<file path="src/include/lcdid_consts.vh">
// constants for the lcd instruction decoder: opcodes, masks, reset values, timing
// assumes plain verilog-2005 includes by bare name
`ifndef LCDID_CONSTS_VH
`define LCDID_CONSTS_VH
// ****************************************
// instruction codes and compare masks
// ****************************************
`define LCDID_OP_DISP 8'hae
`define LCDID_MK_DISP 8'hfe
`define LCDID_OP_LINE 8'h40
`define LCDID_MK_LINE 8'hc0
`define LCDID_OP_PAGE 8'hb0
`define LCDID_OP_COLH 8'h10
`define LCDID_OP_COLL 8'h00
`define LCDID_MK_NIB 8'hf0
`define LCDID_OP_SEGD 8'ha0
`define LCDID_OP_INV 8'ha6
`define LCDID_OP_ALL 8'ha4
`define LCDID_OP_BIAS 8'ha2
`define LCDID_MK_BIT0 8'hfe
`define LCDID_OP_MRD 8'he0
`define LCDID_OP_MRDEND 8'hee
`define LCDID_OP_RST 8'he2
`define LCDID_OP_NOP 8'he3
`define LCDID_MK_ALL 8'hff
`define LCDID_OP_SCAN 8'hc0
`define LCDID_OP_PWR 8'h28
`define LCDID_OP_RSEL 8'h20
`define LCDID_MK_LOW3 8'hf8
`define LCDID_OP_CONTR 8'h81
`define LCDID_OP_IND 8'hac
`define LCDID_OP_TEST1 8'hf0
`define LCDID_OP_TEST2 8'h90
// ****************************************
// reset values and limits
// ****************************************
`define LCDID_CONTRAST_RST 6'h20
`define LCDID_RSEL_RST 3'h4
`define LCDID_COL_MAX 8'h83
// ****************************************
// timing, clock at 125 mhz
// ****************************************
`define LCDID_CLK_MHZ 125
`define LCDID_HRST_NS 1000
`define LCDID_IRST_NS 200
`endif

</file>
<file path="src/rtl/lcdid_decoder.v">
// lcd instruction decoder: host instruction port, display state, write fifo, ram port
// assumes host strobes come from logic on CLOCK; duty and reset pins are asynchronous
//
// Notes on behaviour
// display on/off command bit 0 switches panel drive on or off
// initial line command loads six-bit top display line
// page command loads four-bit page, display unaffected
// column loaded by upper and lower nibble commands, 0 to 131; the nibble commands load any value up to 255
// each display data write advances column by one, holding at 131
// status byte: busy, direction, display, reset flag, low nibble zero
// busy during reset or internal work; other instructions then rejected
// display flag 0 means on; direction flag 1 means normal
// reset flag reads 1 while pin-triggered initialisation runs
// data write stores byte at current page and column
// data read returns ram byte then advances column; host does dummy read
// data reads refused while serial host interface is used
// segment direction bit reverses column driver order
// invert bit swaps lit and dark pixels, ram untouched
// all-pixels-on forces every pixel on, overriding invert
// bias bit with duty pins selects bias ratio
// modify-read mode: reads hold column, writes still advance
// end modify-read restores column saved on entry
// reset instruction clears line, column, page, scan; keeps ram and power
// scan command bit 3 selects row scan direction
// power command loads converter, regulator, follower enables
// nop changes nothing; test codes cleared by either reset
// contrast mode entry then byte loads six-bit contrast; mode ends
// indicator mode on, next byte loads two-bit blink code; mode ends
// all-on while display off enters standby or sleep; all-on off leaves
// during reset only status reads are accepted
// unknown command bytes change nothing
`timescale 1ns/1ps
`include "lcdid_consts.vh"

// ****************************************
// write buffer
// ****************************************
module lcdid_fifo #(
  parameter WIDTH = 20,
  parameter DEPTH = 8,
  parameter AW = 3
) (
  // clock and reset
  input wire clk,
  input wire rst_n,
  // fill side
  input wire in_valid,
  output wire in_ready,
  input wire [WIDTH-1:0] in_data,
  // drain side
  output wire out_valid,
  input wire out_ready,
  output wire [WIDTH-1:0] out_data
);
  reg [WIDTH-1:0] mem [0:DEPTH-1];
  reg [AW-1:0] wr_q;
  reg [AW-1:0] rd_q;
  reg [AW:0] cnt_q;
  wire push;
  wire pop;
  assign in_ready = (cnt_q != DEPTH[AW:0]);
  assign out_valid = (cnt_q != {(AW+1){1'b0}});
  assign out_data = mem[rd_q];
  assign push = in_valid & in_ready;
  assign pop = out_valid & out_ready;
  always @(posedge clk) begin
    if (push) begin
      mem[wr_q] <= in_data;
    end
  end
  always @(posedge clk or negedge rst_n) begin
    if (!rst_n) begin
      wr_q <= {AW{1'b0}};
      rd_q <= {AW{1'b0}};
      cnt_q <= {(AW+1){1'b0}};
    end else begin
      if (push) begin
        wr_q <= (wr_q == DEPTH[AW-1:0] - 1'b1) ? {AW{1'b0}} : wr_q + 1'b1;
      end
      if (pop) begin
        rd_q <= (rd_q == DEPTH[AW-1:0] - 1'b1) ? {AW{1'b0}} : rd_q + 1'b1;
      end
      cnt_q <= cnt_q + {{AW{1'b0}}, push} - {{AW{1'b0}}, pop};
    end
  end
endmodule // lcdid_fifo

// ****************************************
// decoder top
// ****************************************
module lcdid_decoder #(
  parameter FIFO_DEPTH = 8,
  parameter FIFO_AW = 3
) (
  // clock and reset
  input wire CLOCK,
  input wire RESETN,
  // pins from outside the clock domain
  input wire HARD_RESET_LOW,
  input wire [1:0] DUTY_RATIO_PINS,
  // host instruction port
  input wire HOST_REQ,
  input wire COMMAND_DATA_SELECT,
  input wire READ_SELECT,
  input wire SERIAL_MODE,
  input wire [7:0] HOST_WDATA,
  output reg [7:0] HOST_RDATA,
  output reg HOST_RVALID,
  output reg HOST_REJECT,
  output wire HOST_BUSY,
  // display ram port
  output wire RAM_WE,
  input wire RAM_WREADY,
  output wire [3:0] RAM_WPAGE,
  output wire [7:0] RAM_WCOL,
  output wire [7:0] RAM_WDATA,
  output reg RAM_RE,
  output reg [3:0] RAM_RPAGE,
  output reg [7:0] RAM_RCOL,
  input wire RAM_RVALID,
  input wire [7:0] RAM_RDATA,
  // display state
  output reg DISPLAY_ON,
  output reg [5:0] TOP_LINE_SELECT,
  output reg [3:0] PAGE_FIELD,
  output reg [7:0] COLUMN_FIELD,
  output reg COLUMN_DRIVER_REVERSE,
  output reg ROW_SCAN_REVERSE,
  output reg INVERT_PIXELS,
  output reg ALL_PIXELS_ON,
  output reg PIXEL_INVERT_EFFECTIVE,
  output reg [3:0] BIAS_DENOMINATOR,
  // power and contrast
  output reg CONVERTER_ENABLE,
  output reg REGULATOR_ENABLE,
  output reg FOLLOWER_ENABLE,
  output reg [2:0] REGULATOR_RATIO,
  output reg [5:0] CONTRAST_LEVEL,
  output reg INDICATOR_MODE_ON,
  output reg [1:0] INDICATOR_BLINK_CODE,
  output reg POWER_SAVE_SLEEP,
  output reg POWER_SAVE_STANDBY,
  output reg TEST_MODE
);
  localparam HRST_CYC = (`LCDID_HRST_NS * `LCDID_CLK_MHZ + 999) / 1000;
  localparam IRST_CYC = (`LCDID_IRST_NS * `LCDID_CLK_MHZ + 999) / 1000;
  localparam [2:0] ST_IDLE = 3'b001;
  localparam [2:0] ST_CONTR = 3'b010;
  localparam [2:0] ST_IND = 3'b100;

  function match;
    input [7:0] b;
    input [7:0] op;
    input [7:0] mk;
    begin
      match = ((b & mk) == op);
    end
  endfunction

  function [7:0] col_next;
    input [7:0] c;
    begin
      col_next = (c == `LCDID_COL_MAX) ? c : c + 8'h01;
    end
  endfunction

  // ****************************************
  // pin synchronisers
  // ****************************************
  reg hrst_meta_q;
  reg hrst_s2_q;
  reg [1:0] duty_meta_q;
  reg [1:0] duty_s2_q;
  always @(posedge CLOCK or negedge RESETN) begin
    if (!RESETN) begin
      hrst_meta_q <= 1'b0;
      hrst_s2_q <= 1'b0;
      duty_meta_q <= 2'h0;
      duty_s2_q <= 2'h0;
    end else begin
      hrst_meta_q <= HARD_RESET_LOW;
      hrst_s2_q <= hrst_meta_q;
      duty_meta_q <= DUTY_RATIO_PINS;
      duty_s2_q <= duty_meta_q;
    end
  end

  // ****************************************
  // reset sequencing and busy
  // ****************************************
  reg [7:0] hcnt_q;
  reg [7:0] icnt_q;
  reg rd_pend_q;
  wire hrst_busy;
  wire irst_busy;
  wire busy;
  wire fifo_in_ready;
  wire fifo_out_valid;
  assign hrst_busy = ~hrst_s2_q | (hcnt_q != 8'h00);
  assign irst_busy = (icnt_q != 8'h00);
  assign busy = hrst_busy | irst_busy | rd_pend_q | ~fifo_in_ready;
  assign HOST_BUSY = busy;

  wire take = HOST_REQ;
  wire is_stat = ~COMMAND_DATA_SELECT & READ_SELECT;
  wire is_cmd = ~COMMAND_DATA_SELECT & ~READ_SELECT;
  wire is_wr = COMMAND_DATA_SELECT & ~READ_SELECT;
  wire is_rd = COMMAND_DATA_SELECT & READ_SELECT;
  // reads must see every buffered write first, so they are refused until the fifo is empty
  wire accept = take & ~is_stat & ~busy & ~(is_rd & (SERIAL_MODE | fifo_out_valid));
  wire cmd_ok = accept & is_cmd;
  wire [7:0] b = HOST_WDATA;

  // ****************************************
  // write buffer instance
  // ****************************************
  wire [19:0] fifo_out;
  lcdid_fifo #(.WIDTH(20), .DEPTH(FIFO_DEPTH), .AW(FIFO_AW)) u_fifo (
    .clk(CLOCK),
    .rst_n(RESETN),
    .in_valid(accept & is_wr),
    .in_ready(fifo_in_ready),
    .in_data({PAGE_FIELD, COLUMN_FIELD, b}),
    .out_valid(fifo_out_valid),
    .out_ready(RAM_WREADY),
    .out_data(fifo_out)
  );
  assign RAM_WE = fifo_out_valid;
  assign RAM_WPAGE = fifo_out[19:16];
  assign RAM_WCOL = fifo_out[15:8];
  assign RAM_WDATA = fifo_out[7:0];

  // ****************************************
  // instruction execution
  // ****************************************
  reg [2:0] st_q;
  reg mrd_q;
  reg [7:0] col_save_q;
  reg [7:0] latch_q;
  reg bias_q;
  always @(posedge CLOCK or negedge RESETN) begin
    if (!RESETN) begin
      hcnt_q <= 8'h00;
      icnt_q <= 8'h00;
      rd_pend_q <= 1'b0;
      st_q <= ST_IDLE;
      mrd_q <= 1'b0;
      col_save_q <= 8'h00;
      latch_q <= 8'h00;
      bias_q <= 1'b0;
      HOST_RDATA <= 8'h00;
      HOST_RVALID <= 1'b0;
      HOST_REJECT <= 1'b0;
      RAM_RE <= 1'b0;
      RAM_RPAGE <= 4'h0;
      RAM_RCOL <= 8'h00;
      DISPLAY_ON <= 1'b0;
      TOP_LINE_SELECT <= 6'h00;
      PAGE_FIELD <= 4'h0;
      COLUMN_FIELD <= 8'h00;
      COLUMN_DRIVER_REVERSE <= 1'b0;
      ROW_SCAN_REVERSE <= 1'b0;
      INVERT_PIXELS <= 1'b0;
      ALL_PIXELS_ON <= 1'b0;
      CONVERTER_ENABLE <= 1'b0;
      REGULATOR_ENABLE <= 1'b0;
      FOLLOWER_ENABLE <= 1'b0;
      REGULATOR_RATIO <= `LCDID_RSEL_RST;
      CONTRAST_LEVEL <= `LCDID_CONTRAST_RST;
      INDICATOR_MODE_ON <= 1'b0;
      INDICATOR_BLINK_CODE <= 2'h0;
      POWER_SAVE_SLEEP <= 1'b0;
      POWER_SAVE_STANDBY <= 1'b0;
      TEST_MODE <= 1'b0;
    end else begin
      HOST_RVALID <= 1'b0;
      HOST_REJECT <= take & ~is_stat & ~accept;
      RAM_RE <= 1'b0;
      if (icnt_q != 8'h00) begin
        icnt_q <= icnt_q - 8'h01;
      end
      if (take & is_stat) begin
        // status always answers, even in reset
        HOST_RDATA <= {busy, ~COLUMN_DRIVER_REVERSE, ~DISPLAY_ON, hrst_busy, 4'h0};
        HOST_RVALID <= 1'b1;
      end
      if (RAM_RVALID & rd_pend_q) begin
        latch_q <= RAM_RDATA;
        rd_pend_q <= 1'b0;
      end
      if (!hrst_s2_q) begin
        // pin reset: full initialisation, counted from the pin's release
        hcnt_q <= HRST_CYC[7:0];
        st_q <= ST_IDLE;
        mrd_q <= 1'b0;
        DISPLAY_ON <= 1'b0;
        TOP_LINE_SELECT <= 6'h00;
        PAGE_FIELD <= 4'h0;
        COLUMN_FIELD <= 8'h00;
        COLUMN_DRIVER_REVERSE <= 1'b0;
        ROW_SCAN_REVERSE <= 1'b0;
        INVERT_PIXELS <= 1'b0;
        ALL_PIXELS_ON <= 1'b0;
        bias_q <= 1'b0;
        CONVERTER_ENABLE <= 1'b0;
        REGULATOR_ENABLE <= 1'b0;
        FOLLOWER_ENABLE <= 1'b0;
        REGULATOR_RATIO <= `LCDID_RSEL_RST;
        CONTRAST_LEVEL <= `LCDID_CONTRAST_RST;
        INDICATOR_MODE_ON <= 1'b0;
        INDICATOR_BLINK_CODE <= 2'h0;
        POWER_SAVE_SLEEP <= 1'b0;
        POWER_SAVE_STANDBY <= 1'b0;
        TEST_MODE <= 1'b0;
      end else begin
        if (hcnt_q != 8'h00) begin
          hcnt_q <= hcnt_q - 8'h01;
        end
        if (accept & is_wr) begin
          COLUMN_FIELD <= col_next(COLUMN_FIELD);
        end
        if (accept & is_rd) begin
          // answer with the latched byte, refill it from the current address
          HOST_RDATA <= latch_q;
          HOST_RVALID <= 1'b1;
          RAM_RE <= 1'b1;
          RAM_RPAGE <= PAGE_FIELD;
          RAM_RCOL <= COLUMN_FIELD;
          rd_pend_q <= 1'b1;
          if (!mrd_q) begin
            COLUMN_FIELD <= col_next(COLUMN_FIELD);
          end
        end
        if (cmd_ok && st_q == ST_CONTR) begin
          CONTRAST_LEVEL <= b[5:0];
          st_q <= ST_IDLE;
        end else if (cmd_ok && st_q == ST_IND) begin
          INDICATOR_BLINK_CODE <= b[1:0];
          st_q <= ST_IDLE;
        end else if (cmd_ok) begin
          if (match(b, `LCDID_OP_DISP, `LCDID_MK_DISP)) begin
            DISPLAY_ON <= b[0];
          end else if (match(b, `LCDID_OP_LINE, `LCDID_MK_LINE)) begin
            TOP_LINE_SELECT <= b[5:0];
          end else if (match(b, `LCDID_OP_PAGE, `LCDID_MK_NIB)) begin
            PAGE_FIELD <= b[3:0];
          end else if (match(b, `LCDID_OP_COLH, `LCDID_MK_NIB)) begin
            COLUMN_FIELD <= {b[3:0], COLUMN_FIELD[3:0]};
          end else if (match(b, `LCDID_OP_COLL, `LCDID_MK_NIB)) begin
            COLUMN_FIELD <= {COLUMN_FIELD[7:4], b[3:0]};
          end else if (match(b, `LCDID_OP_SEGD, `LCDID_MK_BIT0)) begin
            COLUMN_DRIVER_REVERSE <= b[0];
          end else if (match(b, `LCDID_OP_INV, `LCDID_MK_BIT0)) begin
            INVERT_PIXELS <= b[0];
          end else if (match(b, `LCDID_OP_ALL, `LCDID_MK_BIT0)) begin
            ALL_PIXELS_ON <= b[0];
            if (b[0] & ~DISPLAY_ON) begin
              POWER_SAVE_SLEEP <= ~INDICATOR_MODE_ON;
              POWER_SAVE_STANDBY <= INDICATOR_MODE_ON;
            end else if (!b[0]) begin
              POWER_SAVE_SLEEP <= 1'b0;
              POWER_SAVE_STANDBY <= 1'b0;
            end
          end else if (match(b, `LCDID_OP_BIAS, `LCDID_MK_BIT0)) begin
            bias_q <= b[0];
          end else if (match(b, `LCDID_OP_MRD, `LCDID_MK_ALL)) begin
            mrd_q <= 1'b1;
            col_save_q <= COLUMN_FIELD;
          end else if (match(b, `LCDID_OP_MRDEND, `LCDID_MK_ALL)) begin
            if (mrd_q) begin
              COLUMN_FIELD <= col_save_q;
            end
            mrd_q <= 1'b0;
          end else if (match(b, `LCDID_OP_RST, `LCDID_MK_ALL)) begin
            // converter, regulator and follower enables and ram are left alone
            icnt_q <= IRST_CYC[7:0];
            mrd_q <= 1'b0;
            st_q <= ST_IDLE;
            TOP_LINE_SELECT <= 6'h00;
            COLUMN_FIELD <= 8'h00;
            PAGE_FIELD <= 4'h0;
            ROW_SCAN_REVERSE <= 1'b0;
            REGULATOR_RATIO <= `LCDID_RSEL_RST;
            CONTRAST_LEVEL <= `LCDID_CONTRAST_RST;
            INDICATOR_MODE_ON <= 1'b0;
            INDICATOR_BLINK_CODE <= 2'h0;
            TEST_MODE <= 1'b0;
            if (POWER_SAVE_STANDBY) begin
              POWER_SAVE_STANDBY <= 1'b0;
              POWER_SAVE_SLEEP <= 1'b1;
            end
          end else if (match(b, `LCDID_OP_SCAN, `LCDID_MK_NIB)) begin
            ROW_SCAN_REVERSE <= b[3];
          end else if (match(b, `LCDID_OP_PWR, `LCDID_MK_LOW3)) begin
            CONVERTER_ENABLE <= b[2];
            REGULATOR_ENABLE <= b[1];
            FOLLOWER_ENABLE <= b[0];
          end else if (match(b, `LCDID_OP_RSEL, `LCDID_MK_LOW3)) begin
            REGULATOR_RATIO <= b[2:0];
          end else if (match(b, `LCDID_OP_CONTR, `LCDID_MK_ALL)) begin
            st_q <= ST_CONTR;
          end else if (match(b, `LCDID_OP_IND, `LCDID_MK_BIT0)) begin
            INDICATOR_MODE_ON <= b[0];
            if (b[0]) begin
              st_q <= ST_IND;
            end
          end else if (match(b, `LCDID_OP_TEST1, `LCDID_MK_NIB) |
                       match(b, `LCDID_OP_TEST2, `LCDID_MK_NIB)) begin
            TEST_MODE <= 1'b1;
          end
          // nop and unknown codes fall through untouched R22 R27
        end
      end
    end
  end

  // ****************************************
  // derived display outputs
  // ****************************************
  always @(posedge CLOCK or negedge RESETN) begin
    if (!RESETN) begin
      PIXEL_INVERT_EFFECTIVE <= 1'b0;
      BIAS_DENOMINATOR <= 4'h9;
    end else begin
      PIXEL_INVERT_EFFECTIVE <= INVERT_PIXELS & ~ALL_PIXELS_ON;
      case (duty_s2_q)
        2'h0: BIAS_DENOMINATOR <= bias_q ? 4'h5 : 4'h6;
        2'h1: BIAS_DENOMINATOR <= bias_q ? 4'h6 : 4'h8;
        2'h2: BIAS_DENOMINATOR <= bias_q ? 4'h6 : 4'h8;
        default: BIAS_DENOMINATOR <= bias_q ? 4'h7 : 4'h9;
      endcase
    end
  end
endmodule // lcdid_decoder

</file>
<file path="config.mk">
export PLATFORM = sky130hd
export DESIGN_NAME = lcdid_decoder
export DESIGN_NICKNAME = d
export VERILOG_FILES = /design/src/rtl/lcdid_decoder.v
export VERILOG_INCLUDE_DIRS = /design/src /design/src/include
export SDC_FILE = /design/constraint.sdc
export NUM_CORES = 1
export LEC_CHECK = 0
export BUFFER_PORTS_ARGS = -buffer_cell sky130_fd_sc_hd__buf_2
export CAP_MARGIN = 20
export CORE_MARGIN = 1
export CORE_UTILIZATION = 55
export DETAILED_ROUTE_END_ITERATION = 7
export PLACE_DENSITY = 0.75
export SLEW_MARGIN = 15
export SYNTH_ARGS = -nofsm -noshare
export SYNTH_HDL_FRONTEND = slang
export SYNTH_SLANG_ARGS = --single-unit
</file>
<file path="constraint.sdc">
create_clock -name CLOCK -period 6.8 [get_ports CLOCK]
set_input_delay 0.34 -clock CLOCK [delete_from_list [all_inputs] [get_ports CLOCK]]
set_output_delay 0.34 -clock CLOCK [all_outputs]
set_load 0.01 [all_outputs]
</file>
==> results.json <==
{
  "use_met1_pct": 33.7,
  "fin_crit_ns": 3.51,
  "dpl.cell_count": 1292,
  "crit_type": "register to register",
  "grt_pass1_wl_um": 46800,
  "avgSynthCellArea_um2": 13.5,
  "drt-initial-drc-count": 777,
  "overflow": 0,
  "antenna_found_initial": 0,
  "holdPathEnd": "latch_q[6]",
  "crit_slowest_cell": "nor2_2",
  "synth_area_um2": 12500,
  "max_stage_delay_ns": 0.52,
  "max-slew-margin-rel_pct": 27.0,
  "timing.final.hold_violations": 0,
  "hp-class": "input port to register",
  "syn-num-nets": 971,
  "async_reset_ff_share_pct": 43.5,
  "cp_top_family": "simple AND/OR/NAND/NOR gates",
  "floorplan.core_area_um2": 22100,
  "synth_area_leaders": "edfxtp_1 38%, dfrtp_1 24%, mux4_2 7.2%",
  "worstHoldStart": "RAM_RDATA[6]",
  "cp-start-kind": "register",
  "stdcell_count": 1353,
  "setup_tns_ns": 0,
  "hold_depth": 2,
  "met3_usage_pct": 4.39,
  "wl_per_cell_um": 21.6,
  "final_util_pct": 65.6,
  "gp_congestion": 0.906,
  "grt.busiest_layer": "met2",
  "clock_skew_ns": 0.0229,
  "rr_endpoint": "u_fifo.mem[3][2]",
  "p_leak_nw": 6.02,
  "drc_errors": 0,
  "max_freq_mhz": 285,
  "end_kind": "register",
  "finish.instance_area_um2": 14500,
  "grtUsageMet2_pct": 44.0,
  "total_power_mw": 4.14,
  "dr.pass1.iters": 5,
  "drt-total-wl_um": 29200,
  "start_util_pct": 56.7,
  "grt_max_degree": 74,
  "ant_nets": 0,
  "ios": 118,
  "post-route-period-util_pct": 51.7,
  "synth_edf_count": 160,
  "grt_usage_pct": 25.9,
  "clk_pin_slew_worst_paths_ns": 0.06,
  "synth_cell_type_count": 76,
  "cts_resized": 0,
  "setup_viol": 0,
  "final_cell_mix": "160 x edfxtp_1, 117 x dfrtp_1, 116 x buf_2, 100 x nand2_1, 48 x nor2_1",
  "yosysWarnings": 0,
  "synthToLayoutAreaGrowth_pct": 15.6,
  "nets": 1094,
  "crit_buf_inv": 3,
  "grt_pass1_vias": 8470,
  "vias": 8377,
  "design.die.area_um2": 23400,
  "cts_tree": "done",
  "postSynthCellCount": 927,
  "cp_max_fo": 12,
  "critical_path.cell_chain": "inv_1, ha_1, nor4b_2, and4_1, nand4_1, inv_2, nand2_1, nor2_2, buf_8",
  "r2r_start": "icnt_q[0]",
  "die_h_um": 153,
  "antenna_cells": 0,
  "crit_path_start": "icnt_q[0]",
  "dpl_cell_area_um2": 13400,
  "r2r_cells": 9,
  "final_common_cell": "edfxtp_1",
  "drive_gt1_share_pct": 27.4,
  "cts.htree.levels": 1,
  "clk_latency_ns": 0.57,
  "r2r_setup_slack_ns": 3.29,
  "power_density_nw_per_um2": 286,
  "cts_buffers": 29,
  "ys_dominant_reg_cell": "edfxtp_1",
  "cts.sinks": 283,
  "avgViaCountPerCell": 6.19,
  "worstPathRequired_ns": 7.06,
  "core.rowCount": 54,
  "synth-seq-cells": 283,
  "die_w_um": 153,
  "crit_arrival_ns": 3.77,
  "synth_top_area_cell": "edfxtp_1",
  "irDropWorstVdd_mv": 0.191,
  "cap_violations": 0,
  "status": "finished, final reports clean",
  "synth.top_cell.area_share_pct": 38.4,
  "ys_seq_area_share_pct": 63.0,
  "hpwl_um": 18500,
  "rsz0062_at_grt": "false",
  "root_buffer": "clkbuf_16",
  "cts_buffer_depth": 3,
  "slew_violations": 0,
  "portBuffers": 117,
  "tightestPinTransition_ns": 1.09
}
-- metrics by stage --
step           setup slack, ns  hold slack, ns
2_1_floorplan             2.64          0.0444
3_3_place_gp              3.19           0.332
3_5_place_dp              3.10           0.337
4_1_cts                   3.10         0.00582
5_1_grt                   3.01         0.00165
6_report                  3.29          0.0125
-- Yosys cell counts, drive strengths merged (10+ instances only) --
library cell / instances
edfxtp: 160
nor4: 15
nand2b: 13
nand2: 100
clkbuf: 32
mux2i: 10
nor2: 52
or3: 11
nor3: 25
inv: 28
mux2: 39
a22o: 19
nand4: 17
o21ai: 43
dfrtp: 118
ha: 16
buf: 13
a21oi: 26
nand3: 24
mux4: 40
-- where the power goes --
part / internal (mW) / leakage (nW) / switching, mW / total, mW
combinational: 0.312 / 2.30 / 0.335 / 0.647
clock: 0.942 / 0.480 / 0.653 / 1.60
sequential: 1.85 / 3.25 / 0.0526 / 1.90
total: 3.10 / 6.02 / 1.04 / 4.14
-- layer usage --
| metal | share of wire (%) | routed length, µm | vias to the layer above |
|---|---|---|---|
| met5 | 0 | 0 | - |
| met4 | 3.0 | 886 | 0 |
| met3 | 6.4 | 1870 | 64 |
| met2 | 49 | 14500 | 333 |
| met1 | 41 | 12000 | 4196 |
| li1 | - | - | 3784 |
-- final cells by class --
type / count / area, µm²
Sequential cell: 283 / 7890
Fill cell: 1642 / 7610
Clock inverter: 11 / 125
Tap cell: 280 / 350
Inverter: 28 / 105
Multi-Input combinational cell: 571 / 4400
Timing Repair Buffer: 137 / 763
Clock buffer: 43 / 848
-- worst max path at each step --
stage	endpoint	slack, ns	cells past startpoint
after detailed placement	u_fifo.mem[5][18]	3.10	8
final	u_fifo.mem[3][2]	3.29	9
after floorplan	u_fifo.mem[0][0]	2.64	6
after global routing	u_fifo.mem[3][14]	3.01	9
after global placement	u_fifo.mem[3][1]	3.19	8
after CTS	u_fifo.mem[5][1]	3.10	8
-- registers in the layout (all words and copies together), names as in the netlist, 6 cells and up --
signal and cells:
u_fifo.mem 160, COLUMN_FIELD 8, HOST_RDATA 8, RAM_RCOL 8
col_save_q 8, hcnt_q 8, icnt_q 8, latch_q 8
CONTRAST_LEVEL 6, TOP_LINE_SELECT 6
-- kinds of logic after synthesis --
logic type	count (synthesis)	synth area share, %
and+or+nand+nor	308	12.9
DFF	283	63.0
AOI/OAI and AO/OA	148	7.98
muxes	89	11.5
buffers and inverters	73	2.26
adders and majority gates	17	1.76
xor gates and xnor gates	9	0.629
-- what timing repair did --
item | 4_1_cts | 5_1_grt
buffers inserted | 0 | 0
hold endpoints to repair | 53 | 0
hold buffers | 7 | 0
(Power assumes the default switching activity.)
